===== src/inc/codec_cfg.svh =====
// Constants for the symbol codec with stream cipher
`ifndef CODEC_CFG_SVH
`define CODEC_CFG_SVH

`define SYM_W            5
`define PAIR_W           10
`define LFSR_LEN         11
`define LFSR_TAP_A       11
`define LFSR_TAP_B       9
`define LFSR_SEED        11'h7FF
`define LINK_NOT_READY_SYM 5'h1F
`define VIOLATION_SYM    5'h18
`define HALT_SYM         5'h14
`define IDLE_CODE        5'h1F
`define QUIET_HYP        11'h000
`define QUIET_DATA       11'h000
`define IDLE_HYP         11'h7FF
`define IDLE_DATA        11'h7FF
`define HALT_HYP         11'h39C
`define HALT_DATA        11'h108
`define MASTER_HYP       11'h380
`define MASTER_DATA      11'h080
`define BUF_DEPTH        2

`endif


===== src/inc/codec_pkg.sv =====
// Types shared by the symbol codec files
package codec_pkg;
  typedef logic [4:0] sym_t;
  typedef logic [9:0] pair_t;
  typedef enum logic [2:0] {
    LS_QUIET, LS_HALT, LS_MASTER, LS_NOISE, LS_IDLE, LS_ACTIVE
  } line_state_t;
endpackage : codec_pkg


===== src/design/pair_buffer.sv =====
// Two-entry buffer with valid and ready on both sides
`timescale 1ns/1ps
`include "codec_cfg.svh"
module pair_buffer #(
  parameter int WIDTH = `PAIR_W,
  parameter int DEPTH = `BUF_DEPTH
) (
  input  wire logic             clk,
  input  wire logic             rst_n,
  input  wire logic [WIDTH-1:0] in_data,
  input  wire logic             in_valid,
  output logic                  in_ready,
  output logic [WIDTH-1:0]      out_data,
  output logic                  out_valid,
  input  wire logic             out_ready
);
  localparam int AW = (DEPTH > 1) ? $clog2(DEPTH) : 1;

  initial begin
    if (DEPTH < 2 || (DEPTH & (DEPTH - 1)) != 0) $error("pair_buffer: DEPTH must be a power of two >= 2");
  end

  logic [WIDTH-1:0] mem_ff [DEPTH];
  logic [AW-1:0]    wptr_ff;
  logic [AW-1:0]    rptr_ff;
  logic [AW:0]      cnt_ff;
  logic             ready_ff;
  logic             push;
  logic             pop;
  logic [AW:0]      nxt_cnt;

  assign push      = in_valid && ready_ff;
  assign pop       = out_valid && out_ready;
  assign out_valid = (cnt_ff != '0);
  assign out_data  = mem_ff[rptr_ff];
  assign in_ready  = ready_ff;
  assign nxt_cnt   = cnt_ff + (AW + 1)'(push) - (AW + 1)'(pop);

  // Storage needs no reset; valid comes only from the count
  always_ff @(posedge clk) begin
    if (push) mem_ff[wptr_ff] <= in_data;
  end

  // Pointers, count and a registered ready so full is honest
  always_ff @(posedge clk or negedge rst_n) begin
    if (!rst_n) begin
      wptr_ff  <= '0;
      rptr_ff  <= '0;
      cnt_ff   <= '0;
      ready_ff <= 1'b0;
    end else begin
      if (push) wptr_ff <= wptr_ff + AW'(1);
      if (pop) rptr_ff <= rptr_ff + AW'(1);
      cnt_ff   <= nxt_cnt;
      ready_ff <= (nxt_cnt < (AW + 1)'(DEPTH));
    end
  end
endmodule : pair_buffer


===== src/design/descrambler.sv =====
// Self-synchronising descrambler for one symbol pair per clock
`timescale 1ns/1ps
`include "codec_cfg.svh"
module descrambler
  import codec_pkg::*;
(
  input  wire logic  clk,
  input  wire logic  rst_n,
  input  wire logic  enable,
  input  wire logic  resync,
  input  wire logic  advance,
  input  wire pair_t s_pair,
  output pair_t      d_pair
);
  // Deduced data words kept at full width so that a single bit can be picked out
  localparam logic [`LFSR_LEN-1:0] QUIET_D  = `QUIET_DATA;
  localparam logic [`LFSR_LEN-1:0] IDLE_D   = `IDLE_DATA;
  localparam logic [`LFSR_LEN-1:0] HALT_D   = `HALT_DATA;
  localparam logic [`LFSR_LEN-1:0] MASTER_D = `MASTER_DATA;

  logic [`LFSR_LEN-1:0] gen_ff;
  logic [`LFSR_LEN-1:0] shist_ff;
  logic [`LFSR_LEN-1:0] hhist_ff;
  logic [`LFSR_LEN-1:0] nxt_gen;
  logic [`LFSR_LEN-1:0] nxt_shist;
  logic [`LFSR_LEN-1:0] nxt_hhist;

  // Bits go out first-symbol MSB first, so walk from bit 9 downward
  always_comb begin
    logic sb;
    logic hb;
    logic gout;
    logic gin;
    logic db;
    logic hit;
    logic ded;
    sb = 1'b0; hb = 1'b0; gout = 1'b0; gin = 1'b0; db = 1'b0; hit = 1'b0; ded = 1'b0;
    nxt_gen   = gen_ff;
    nxt_shist = shist_ff;
    nxt_hhist = hhist_ff;
    d_pair    = s_pair;
    if (enable) begin
      for (int i = `PAIR_W - 1; i >= 0; i--) begin
        sb   = s_pair[i];
        hb   = sb ^ nxt_shist[`LFSR_TAP_A-1] ^ nxt_shist[`LFSR_TAP_B-1];
        nxt_hhist = {nxt_hhist[`LFSR_LEN-2:0], hb};
        gout = nxt_gen[`LFSR_TAP_A-1] ^ nxt_gen[`LFSR_TAP_B-1];
        hit  = 1'b1;
        // Newest deduced bit of the recognised line-state pattern
        unique case (nxt_hhist)
          `QUIET_HYP:  ded = QUIET_D[0];
          `IDLE_HYP:   ded = IDLE_D[0];
          `HALT_HYP:   ded = HALT_D[0];
          `MASTER_HYP: ded = MASTER_D[0];
          default: begin
            ded = 1'b0;
            hit = 1'b0;
          end
        endcase
        // Once data is valid the generator runs open loop
        if (resync && hit) begin
          db  = ded;
          gin = ded ^ sb;
        end else begin
          db  = sb ^ gout;
          gin = gout;
        end
        nxt_gen   = {nxt_gen[`LFSR_LEN-2:0], gin};
        nxt_shist = {nxt_shist[`LFSR_LEN-2:0], sb};
        d_pair[i] = db;
      end
    end
  end

  // Generator and history state move only when a pair arrives
  always_ff @(posedge clk or negedge rst_n) begin
    if (!rst_n) begin
      gen_ff   <= `LFSR_SEED;
      shist_ff <= '0;
      hhist_ff <= '0;
    end else if (advance) begin
      gen_ff   <= nxt_gen;
      shist_ff <= nxt_shist;
      hhist_ff <= nxt_hhist;
    end
  end
endmodule : descrambler


===== src/design/symbol_codec.sv =====
// Symbol-pair 4B/5B codec with stream cipher scrambler and descrambler
//
// Contract
// - Decode five-bit codes, control bit on top
// - Decode both symbols of pair independently
// - Control and data code decode table
// - Halt and violation codes decode accordingly
// - Invalid symbol until link is established
// - Violation symbol on flagged input error
// - Buffer error in bad line state: invalid
// - Class flag selects decoder or transmit bypass; code bypasses only while link_ready is low, then decodes
// - Encode each symbol of pair independently
// - Control and data encode table
// - Invalid control inputs transmit idle code
// - Scrambler XORs each bit with generator
// - Descrambler XORs with identical local generator
// - Eleven-stage generator fed by stages 11,9
// - Hypothesis bit from delays eleven and nine
// - Four line-state hypothesis patterns recognised
// - No pattern: generator free-runs, output XORed
// - Pattern: deduced data, generator reloaded
// - Cipher enabled by pin OR bit
// - Resync only while no valid signal
`timescale 1ns/1ps
`include "codec_cfg.svh"
module symbol_codec
  import codec_pkg::*;
(
  input  wire logic        mclk,
  input  wire logic        rst_n,
  // Cipher, class and link control
  input  wire logic        cipher_enable_pin,
  input  wire logic        cipher_enable_bit,
  input  wire logic        class_s,
  input  wire logic        link_ready,
  // Receive side: code pairs from the receiver parts
  input  wire pair_t       rx_code,
  input  wire logic        rx_code_valid,
  input  wire logic        eb_error,
  input  wire logic        rx_code_error,
  input  wire line_state_t line_state,
  output pair_t            rx_pair,
  output logic             rx_pair_valid,
  output logic             descrambler_resync_request,
  // Transmit side: symbol pairs from the MAC
  input  wire pair_t       tx_pair,
  input  wire logic        tx_pair_valid,
  output logic             tx_pair_ready,
  output pair_t            tx_code,
  output logic             tx_code_valid,
  input  wire logic        tx_code_ready
);
  // A pair is exactly two symbols; the per-half loop below relies on it
  localparam int HALVES = `PAIR_W / `SYM_W;

  // Synchronised reset and cipher pin
  logic  rst_meta_ff;
  logic  rst_sync_ff;
  logic  pin_meta_ff;
  logic  pin_sync_ff;
  logic  cipher_on;
  // Transmit path
  pair_t buf_data;
  logic  buf_valid;
  logic  buf_ready;
  logic  tx_load;
  pair_t enc_pair;
  pair_t scr_pair;
  logic [`LFSR_LEN-1:0] scr_ff;
  logic [`LFSR_LEN-1:0] nxt_scr;
  // Receive path
  pair_t desc_pair;
  pair_t dec_pair;
  pair_t nxt_rx_pair;
  logic  resync;
  logic  bad_ls;

  // Symbol decode of one code group
  function automatic sym_t decode_sym(input sym_t code);
    unique case (code)
      // Control codes
      5'h00: decode_sym = 5'h10;
      5'h1F: decode_sym = 5'h17;
      5'h04: decode_sym = 5'h14;
      5'h18: decode_sym = 5'h1C;
      5'h11: decode_sym = 5'h13;
      5'h0D: decode_sym = 5'h1D;
      5'h07: decode_sym = 5'h11;
      5'h19: decode_sym = 5'h19;

      // Halt and violation codes, the line's error classes
      5'h01, 5'h02, 5'h08, 5'h10: decode_sym = `HALT_SYM;
      5'h03, 5'h05, 5'h06, 5'h0C: decode_sym = `VIOLATION_SYM;

      // Data codes, nibble in the low four bits
      5'h1E: decode_sym = 5'h00;
      5'h09: decode_sym = 5'h01;
      5'h14: decode_sym = 5'h02;
      5'h15: decode_sym = 5'h03;
      5'h0A: decode_sym = 5'h04;
      5'h0B: decode_sym = 5'h05;
      5'h0E: decode_sym = 5'h06;
      5'h0F: decode_sym = 5'h07;
      5'h12: decode_sym = 5'h08;
      5'h13: decode_sym = 5'h09;
      5'h16: decode_sym = 5'h0A;
      5'h17: decode_sym = 5'h0B;
      5'h1A: decode_sym = 5'h0C;
      5'h1B: decode_sym = 5'h0D;
      5'h1C: decode_sym = 5'h0E;
      5'h1D: decode_sym = 5'h0F;

      // All 32 codes are listed; this branch only keeps the case complete
      default: decode_sym = `VIOLATION_SYM;
    endcase
  endfunction : decode_sym

  // Symbol encode of one control-plus-nibble symbol
  function automatic sym_t encode_sym(input sym_t sym);
    unique case (sym)
      // Control symbols
      5'h10: encode_sym = 5'h00;
      5'h17: encode_sym = 5'h1F;
      5'h14: encode_sym = 5'h04;
      5'h1C: encode_sym = 5'h18;
      5'h13: encode_sym = 5'h11;
      5'h1D: encode_sym = 5'h0D;
      5'h11: encode_sym = 5'h07;
      5'h19: encode_sym = 5'h19;

      // Data symbols
      5'h00: encode_sym = 5'h1E;
      5'h01: encode_sym = 5'h09;
      5'h02: encode_sym = 5'h14;
      5'h03: encode_sym = 5'h15;
      5'h04: encode_sym = 5'h0A;
      5'h05: encode_sym = 5'h0B;
      5'h06: encode_sym = 5'h0E;
      5'h07: encode_sym = 5'h0F;
      5'h08: encode_sym = 5'h12;
      5'h09: encode_sym = 5'h13;
      5'h0A: encode_sym = 5'h16;
      5'h0B: encode_sym = 5'h17;
      5'h0C: encode_sym = 5'h1A;
      5'h0D: encode_sym = 5'h1B;
      5'h0E: encode_sym = 5'h1C;
      5'h0F: encode_sym = 5'h1D;

      // Unlisted control inputs must never reach the line as garbage
      default: encode_sym = `IDLE_CODE;
    endcase
  endfunction : encode_sym

  // Reset release through two flops
  always_ff @(posedge mclk or negedge rst_n) begin
    if (!rst_n) begin
      rst_meta_ff <= 1'b0;
      rst_sync_ff <= 1'b0;
    end else begin
      rst_meta_ff <= 1'b1;
      rst_sync_ff <= rst_meta_ff;
    end
  end

  // The enable pin is asynchronous to mclk
  // A pin change acts two cycles late; the control bit acts at once
  always_ff @(posedge mclk or negedge rst_sync_ff) begin
    if (!rst_sync_ff) begin
      pin_meta_ff <= 1'b0;
      pin_sync_ff <= 1'b0;
    end else begin
      pin_meta_ff <= cipher_enable_pin;
      pin_sync_ff <= pin_meta_ff;
    end
  end

  assign cipher_on = pin_sync_ff | cipher_enable_bit;

  // ---------------- Transmit path ----------------

  // Buffer absorbs a transmitter stall so no MAC pair is lost
  pair_buffer #(
    .WIDTH (`PAIR_W),
    .DEPTH (`BUF_DEPTH)
  ) u_tx_buf (
    .clk       (mclk),
    .rst_n     (rst_sync_ff),
    .in_data   (tx_pair),
    .in_valid  (tx_pair_valid),
    .in_ready  (tx_pair_ready),
    .out_data  (buf_data),
    .out_valid (buf_valid),
    .out_ready (buf_ready)
  );

  // Output stage takes a new pair when empty or being drained
  assign buf_ready = !tx_code_valid || tx_code_ready;
  assign tx_load   = buf_valid && buf_ready;

  // One encoder and one decoder per half; the halves never look at each other
  for (genvar h = 0; h < HALVES; h++) begin : g_half
    assign enc_pair[h*`SYM_W +: `SYM_W] = encode_sym(buf_data[h*`SYM_W +: `SYM_W]);
    assign dec_pair[h*`SYM_W +: `SYM_W] = decode_sym(desc_pair[h*`SYM_W +: `SYM_W]);
  end

  // Scrambler: generator steps once per bit, first symbol MSB first
  // Cipher off leaves the generator still, so both ends stay aligned
  always_comb begin
    logic gout;
    gout     = 1'b0;
    nxt_scr  = scr_ff;
    scr_pair = enc_pair;
    if (cipher_on) begin
      for (int i = `PAIR_W - 1; i >= 0; i--) begin
        gout        = nxt_scr[`LFSR_TAP_A-1] ^ nxt_scr[`LFSR_TAP_B-1];
        nxt_scr     = {nxt_scr[`LFSR_LEN-2:0], gout};
        scr_pair[i] = enc_pair[i] ^ gout;
      end
    end
  end

  // Generator advances only on pairs actually sent
  always_ff @(posedge mclk or negedge rst_sync_ff) begin
    if (!rst_sync_ff) begin
      scr_ff <= `LFSR_SEED;
    end else if (tx_load) begin
      scr_ff <= nxt_scr;
    end
  end

  // Registered transmit output, same latency with cipher on or off
  always_ff @(posedge mclk or negedge rst_sync_ff) begin
    if (!rst_sync_ff) begin
      tx_code       <= '0;
      tx_code_valid <= 1'b0;
    end else begin
      if (tx_load) tx_code <= scr_pair;
      if (buf_ready) tx_code_valid <= buf_valid;
    end
  end

  // ---------------- Receive path ----------------

  // Noise means no valid signal, so pattern resync may run
  // Other states count as locked; the generator then runs open loop
  assign resync = (line_state == LS_NOISE);
  assign bad_ls = (line_state == LS_QUIET) || (line_state == LS_HALT) ||
                  (line_state == LS_MASTER) || (line_state == LS_NOISE);

  descrambler u_desc (
    .clk     (mclk),
    .rst_n   (rst_sync_ff),
    .enable  (cipher_on),
    .resync  (resync),
    .advance (rx_code_valid),
    .s_pair  (rx_code),
    .d_pair  (desc_pair)
  );

  // Substitution order: link down, then buffer error, then code error
  always_comb begin
    if (!class_s) begin
      nxt_rx_pair = tx_pair;
      if (link_ready) begin
        nxt_rx_pair = dec_pair;
      end
    end else if (!link_ready) begin
      nxt_rx_pair = {`LINK_NOT_READY_SYM, `LINK_NOT_READY_SYM};
    end else if (eb_error && bad_ls) begin
      nxt_rx_pair = {`LINK_NOT_READY_SYM, `LINK_NOT_READY_SYM};
    end else if (eb_error || rx_code_error) begin
      nxt_rx_pair = {`VIOLATION_SYM, `VIOLATION_SYM};
    end else begin
      nxt_rx_pair = dec_pair;
    end
    // Invalid outranks violation, and both apply in bypass once the link is up
    if (class_s || link_ready) begin
      if (eb_error && bad_ls) nxt_rx_pair = {`LINK_NOT_READY_SYM, `LINK_NOT_READY_SYM};
      else if (link_ready && (eb_error || rx_code_error)) nxt_rx_pair = {`VIOLATION_SYM, `VIOLATION_SYM};
    end
  end

  // Registered receive output and resync flag
  // In bypass the output loads on every cycle, with the transmit pair only while link_ready is low
  always_ff @(posedge mclk or negedge rst_sync_ff) begin
    if (!rst_sync_ff) begin
      rx_pair                    <= {`LINK_NOT_READY_SYM, `LINK_NOT_READY_SYM};
      rx_pair_valid              <= 1'b0;
      descrambler_resync_request <= 1'b0;
    end else begin
      rx_pair_valid              <= rx_code_valid || !class_s;
      descrambler_resync_request <= resync;
      if (rx_code_valid || !class_s) rx_pair <= nxt_rx_pair;
    end
  end
endmodule : symbol_codec


===== config.mk =====
export PLATFORM = sky130hd
export DESIGN_NAME = symbol_codec
export DESIGN_NICKNAME = d
export VERILOG_FILES = /design/src/inc/codec_pkg.sv /design/src/design/pair_buffer.sv /design/src/design/descrambler.sv /design/src/design/symbol_codec.sv
export VERILOG_INCLUDE_DIRS = /design/src /design/src/inc
export SDC_FILE = /design/constraint.sdc
export NUM_CORES = 1
export LEC_CHECK = 0
export ABC_AREA = 1
export BUFFER_PORTS_ARGS = -buffer_cell sky130_fd_sc_hd__buf_4
export CELL_PAD_IN_SITES_DETAIL_PLACEMENT = 1
export CELL_PAD_IN_SITES_GLOBAL_PLACEMENT = 2
export CORE_ASPECT_RATIO = 1.4
export CORE_MARGIN = 4
export CORE_UTILIZATION = 35
export DETAILED_ROUTE_END_ITERATION = 8
export PLACE_DENSITY_LB_ADDON = 0.1
export SYNTH_ARGS = -nofsm -noshare
export SYNTH_HDL_FRONTEND = slang
export SYNTH_SLANG_ARGS = --single-unit

===== constraint.sdc =====
create_clock -name mclk -period 2.46 [get_ports mclk]
set_input_delay 0.615 -clock mclk [delete_from_list [all_inputs] [get_ports mclk]]
set_output_delay 0.615 -clock mclk [all_outputs]
set_load 0.01 [all_outputs]

==> flow_summary.toml <==
[yosys]
synthDistinctLibCells = 52
synth_area_per_cell_sq_um = 7.16
synth_nets = 1007
synthXorXnorAreaFrac_pct = 6.52
yosysSeqAreaShare_pct = 36.7
synth_simple_gate_area_share_pct = 32.5
synth.area.mux_share_pct = 0.329
ys_ff_latch = 95
synth_fa_ha_area_share_pct = 2.92
yosysWarnings = 0
syn_inst = 957
synth_top_family_by_area = "simple AND/OR/NAND/NOR gates"
synth_compound_area_share_pct = 12.2
syn-cell-area_sq_mm = 0.00685

[global_route]
grt_pass1_vias = 7552
grt.overflow.total = 0
grt_max_degree = 51
grt_pass1_wl_um = 40300
grtUsageTotal_pct = 23.2
antenna_found_initial = 0

[setup_path]
start_kind = "flip-flop"
crit_fanout = 6
regToRegSetupSlack_ns = -0.35
path_class = "flip-flop to flip-flop"
r2r-end = "rx_pair[0]"
worstPathRequired_ns = 2.74
cp_slowest_stage_delay_ns = 0.46
path_common_cell = "nand2_1"
worst-r2r-cell-count = 21
cp-end-kind = "flip-flop"
crit_slowest_cell = "dfrtp_2"
r2r_start = "u_desc.shist_ff[6]"
critical_path.cell_chain = "nand2_1, nand3_1, nand2_4, nand2_1, buf_4, nor2_2, nand2_1, nand2_1, nand4_1, nand2_1, inv_1, nand2_1, nand2_2, buf_4, ha_4, inv_2, nor2_4, buf_4, o21a_1, nand2_2, a21oi_2"
critPathArrivalTime_ns = 3.09
critPathTopFamily = "simple AND/OR/NAND/NOR gates"
path_buf_inv = 5

[clock_tree]
clk_latency_ns = 0.36
ctsLongestPathBuffers = 2
holdBufCountCts = 0
clk_pin_slew_ns = 0.08
clock-sinks = 95
cts-root-buf = "clkbuf_16"
cts_tree = "built"
cts_buffers = 9
htreeDepth = 3

[routing]
avgRoutedWirePerCell_um = 17.2
via_per_inst = 4.89
drt-initial-drc-count = 324
finalWirelength_um = 24900
ant_nets = 0
route.detailed.drc = 0
firstDrtPassIters = 4
vias = 7078

[sta]
slew_viol_final = 0
fin_skew_ns = 0.0148
period_minus_slack_ns = 2.81
slew_headroom_pct = 62.3
tightest_slew_ns = 0.565
setup_ws_ns = -0.355
finalCritPeriodShare_pct = 114
rsz0062_at_grt = "yes"
setup_violations = 12
finalHoldViolCount = 0
fmax_mhz = 355

[cells_and_area]
diodes = 0
final_cells = 1447
final_area_sq_mm = 0.00960
final_util_pct = 49.9
fillers = 2489
nets = 1244
drive_gt1_share_pct = 37.5
syn_to_final_growth_pct = 40.0

[die]
core-area_sq_mm = 0.0192
rows = 60
die_w_um = 126
die_h_um = 174
fp.dieArea_sq_mm = 0.0219
io-pin-count = 58
start_util_pct = 35.7

[outcome]
status = "complete, but fails checks"
violations = "negative setup slack"

[placed_design]
io_buffers = 57
dp_cells = 1415
dp_hpwl_um = 20100
routabilityCongestion = 0.878
postPlaceCellArea_sq_mm = 0.00893

[power_and_ir_drop]
vdd_drop_max_mv = 0.334
p_per_area_mw_per_mm2 = 1070
p_total_uw = 10200
leakagePower_uw = 0.00472

[flow_run]
cap_violations = 0

[hold_path]
hold_path_class = "primary input to async pin"
synth_stat cells, drive strengths merged:
master	number	share of area, %
o211ai	3	0.33
a31oi	4	0.37
nand2	262	16
nand4	10	1.1
o22ai	4	0.37
a311oi	2	0.26
a221oi	1	0.13
a211oi	2	0.22
edfxtp	20	8.8
xor2	29	3.7
o31ai	1	0.11
o221ai	1	0.13
nand3	92	7.2
nor2	105	6.3
o311ai	1	0.13
o21ai	86	6.5
nand3b	2	0.22
dfstp	32	12
nor4	1	0.091
a22oi	1	0.11
nor3	12	1.2
inv	131	7.2
mux2	2	0.33
clkbuf	16	0.89
ha	16	2.9
o21a	1	0.11
a21oi	35	2.7
a21o	3	0.33
a22o	3	0.38
or2	7	0.64
clkinv	1	0.055
xnor2	22	2.8
conb	1	0.055
buf	5	0.58
dfrtp	43	16
sequential cells by signal, indices dropped and copies added (netlist names), 2 cells and up:
signal / flops
rx_pair: 10
u_desc.shist_ff: 11
u_tx_buf.cnt_ff: 2
scr_ff: 11
u_desc.gen_ff: 11
u_desc.hhist_ff: 10
tx_code: 10
u_tx_buf.mem_ff: 20
cell usage in the layout, fill, tap and decap left out, drive strengths merged, types with 2 or more instances in the layout:
master / count
clkinv: 3
buf: 247
ha: 16
nor2: 105
xnor2: 22
inv: 135
edfxtp: 20
a311oi: 2
mux2: 2
clkbuf: 10
xor2: 29
nand3: 92
o22ai: 4
o21ai: 86
a22o: 3
nand4: 10
a21oi: 35
a21o: 3
nand2: 262
dfstp: 32
o211ai: 3
nand3b: 2
dfrtp: 43
a31oi: 4
nor3: 12
a211oi: 2
or2: 7
through the flow:
step / hold WS (ns) / TNS [ns] / setup slack [ns]
floorplan: 0.319 / -0.767 / -0.179
global placement: 0.272 / -5.44 / -0.602
detailed placement: 0.280 / -6.33 / -0.683
CTS: 0.0109 / -2.84 / -0.389
global route: 0.00461 / -5.40 / -0.656
finish: 0.0257 / -2.82 / -0.355
worst register-to-register path, cell delays in order, from the launching register on:
cell and delay, ns:
dfrtp_2 0.46, nand2_1 0.16, nand3_1 0.17, nand2_4 0.17, nand2_1 0.11, buf_4 0.17, nor2_2 0.12, nand2_1 0.06
nand2_1 0.05, nand4_1 0.12, nand2_1 0.09, inv_1 0.04, nand2_1 0.06, nand2_2 0.08, buf_4 0.17, ha_4 0.16
inv_2 0.06, nor2_4 0.03, buf_4 0.12, o21a_1 0.18, nand2_2 0.08, a21oi_2 0.05
logic make-up after synthesis:
kind of cell             after synthesis
XOR/XNOR                              51
buffers and inverters                153
multiplexers                           2
AND/OR/NAND/NOR                      491
adder cells (fa/ha/maj)               16
other                                  1
AO/OA/AOI/OAI                        148
flip-flops                            95
power by group:
part / total (uW) / switching (uW) / internal, uW / leakage, uW
Sequential: 2680 / 397 / 2280 / 0.00103
Clock: 1420 / 706 / 714 / 0.000141
Combinational: 6150 / 3490 / 2660 / 0.00355
worst max-delay path by stage:
stage	startpoint	to	cells after the start
finish	u_desc.shist_ff[6]	rx_pair[0]	21
detailed placement	rx_code[9]	rx_pair[4]	28
global placement	rx_code[8]	rx_pair[4]	24
floorplan	rx_code[9]	rx_pair[1]	28
global route	u_desc.shist_ff[10]	rx_pair[1]	29
CTS	u_desc.shist_ff[10]	rx_pair[1]	29
routing by layer:
metal,global-route usage [%],vias up,share of wire (%)
met5,0,-,0
met4,9.53,0,4.2
met3,2.65,47,1.7
met2,44.6,98,56
met1,25.3,3375,39
li1,-,3558,-
layout make-up:
cell class | count | area, sq um | area share, %
Clock buffer | 10 | 229 | 2.39
Multi-Input combinational cell | 709 | 4060 | 42.3
Tap cell | 248 | 310 | 3.23
Sequential cell | 95 | 2530 | 26.3
Timing Repair Buffer | 247 | 1900 | 19.8
Inverter | 132 | 520 | 5.42
Clock inverter | 6 | 57.6 | 0.600
what timing repair did:
item,in CTS,in global routing
pin swaps,13,31
gates resized for setup,30,46
setup endpoints to repair,10,12
setup buffers,13,4
Power figures use the tool's default switching activity.
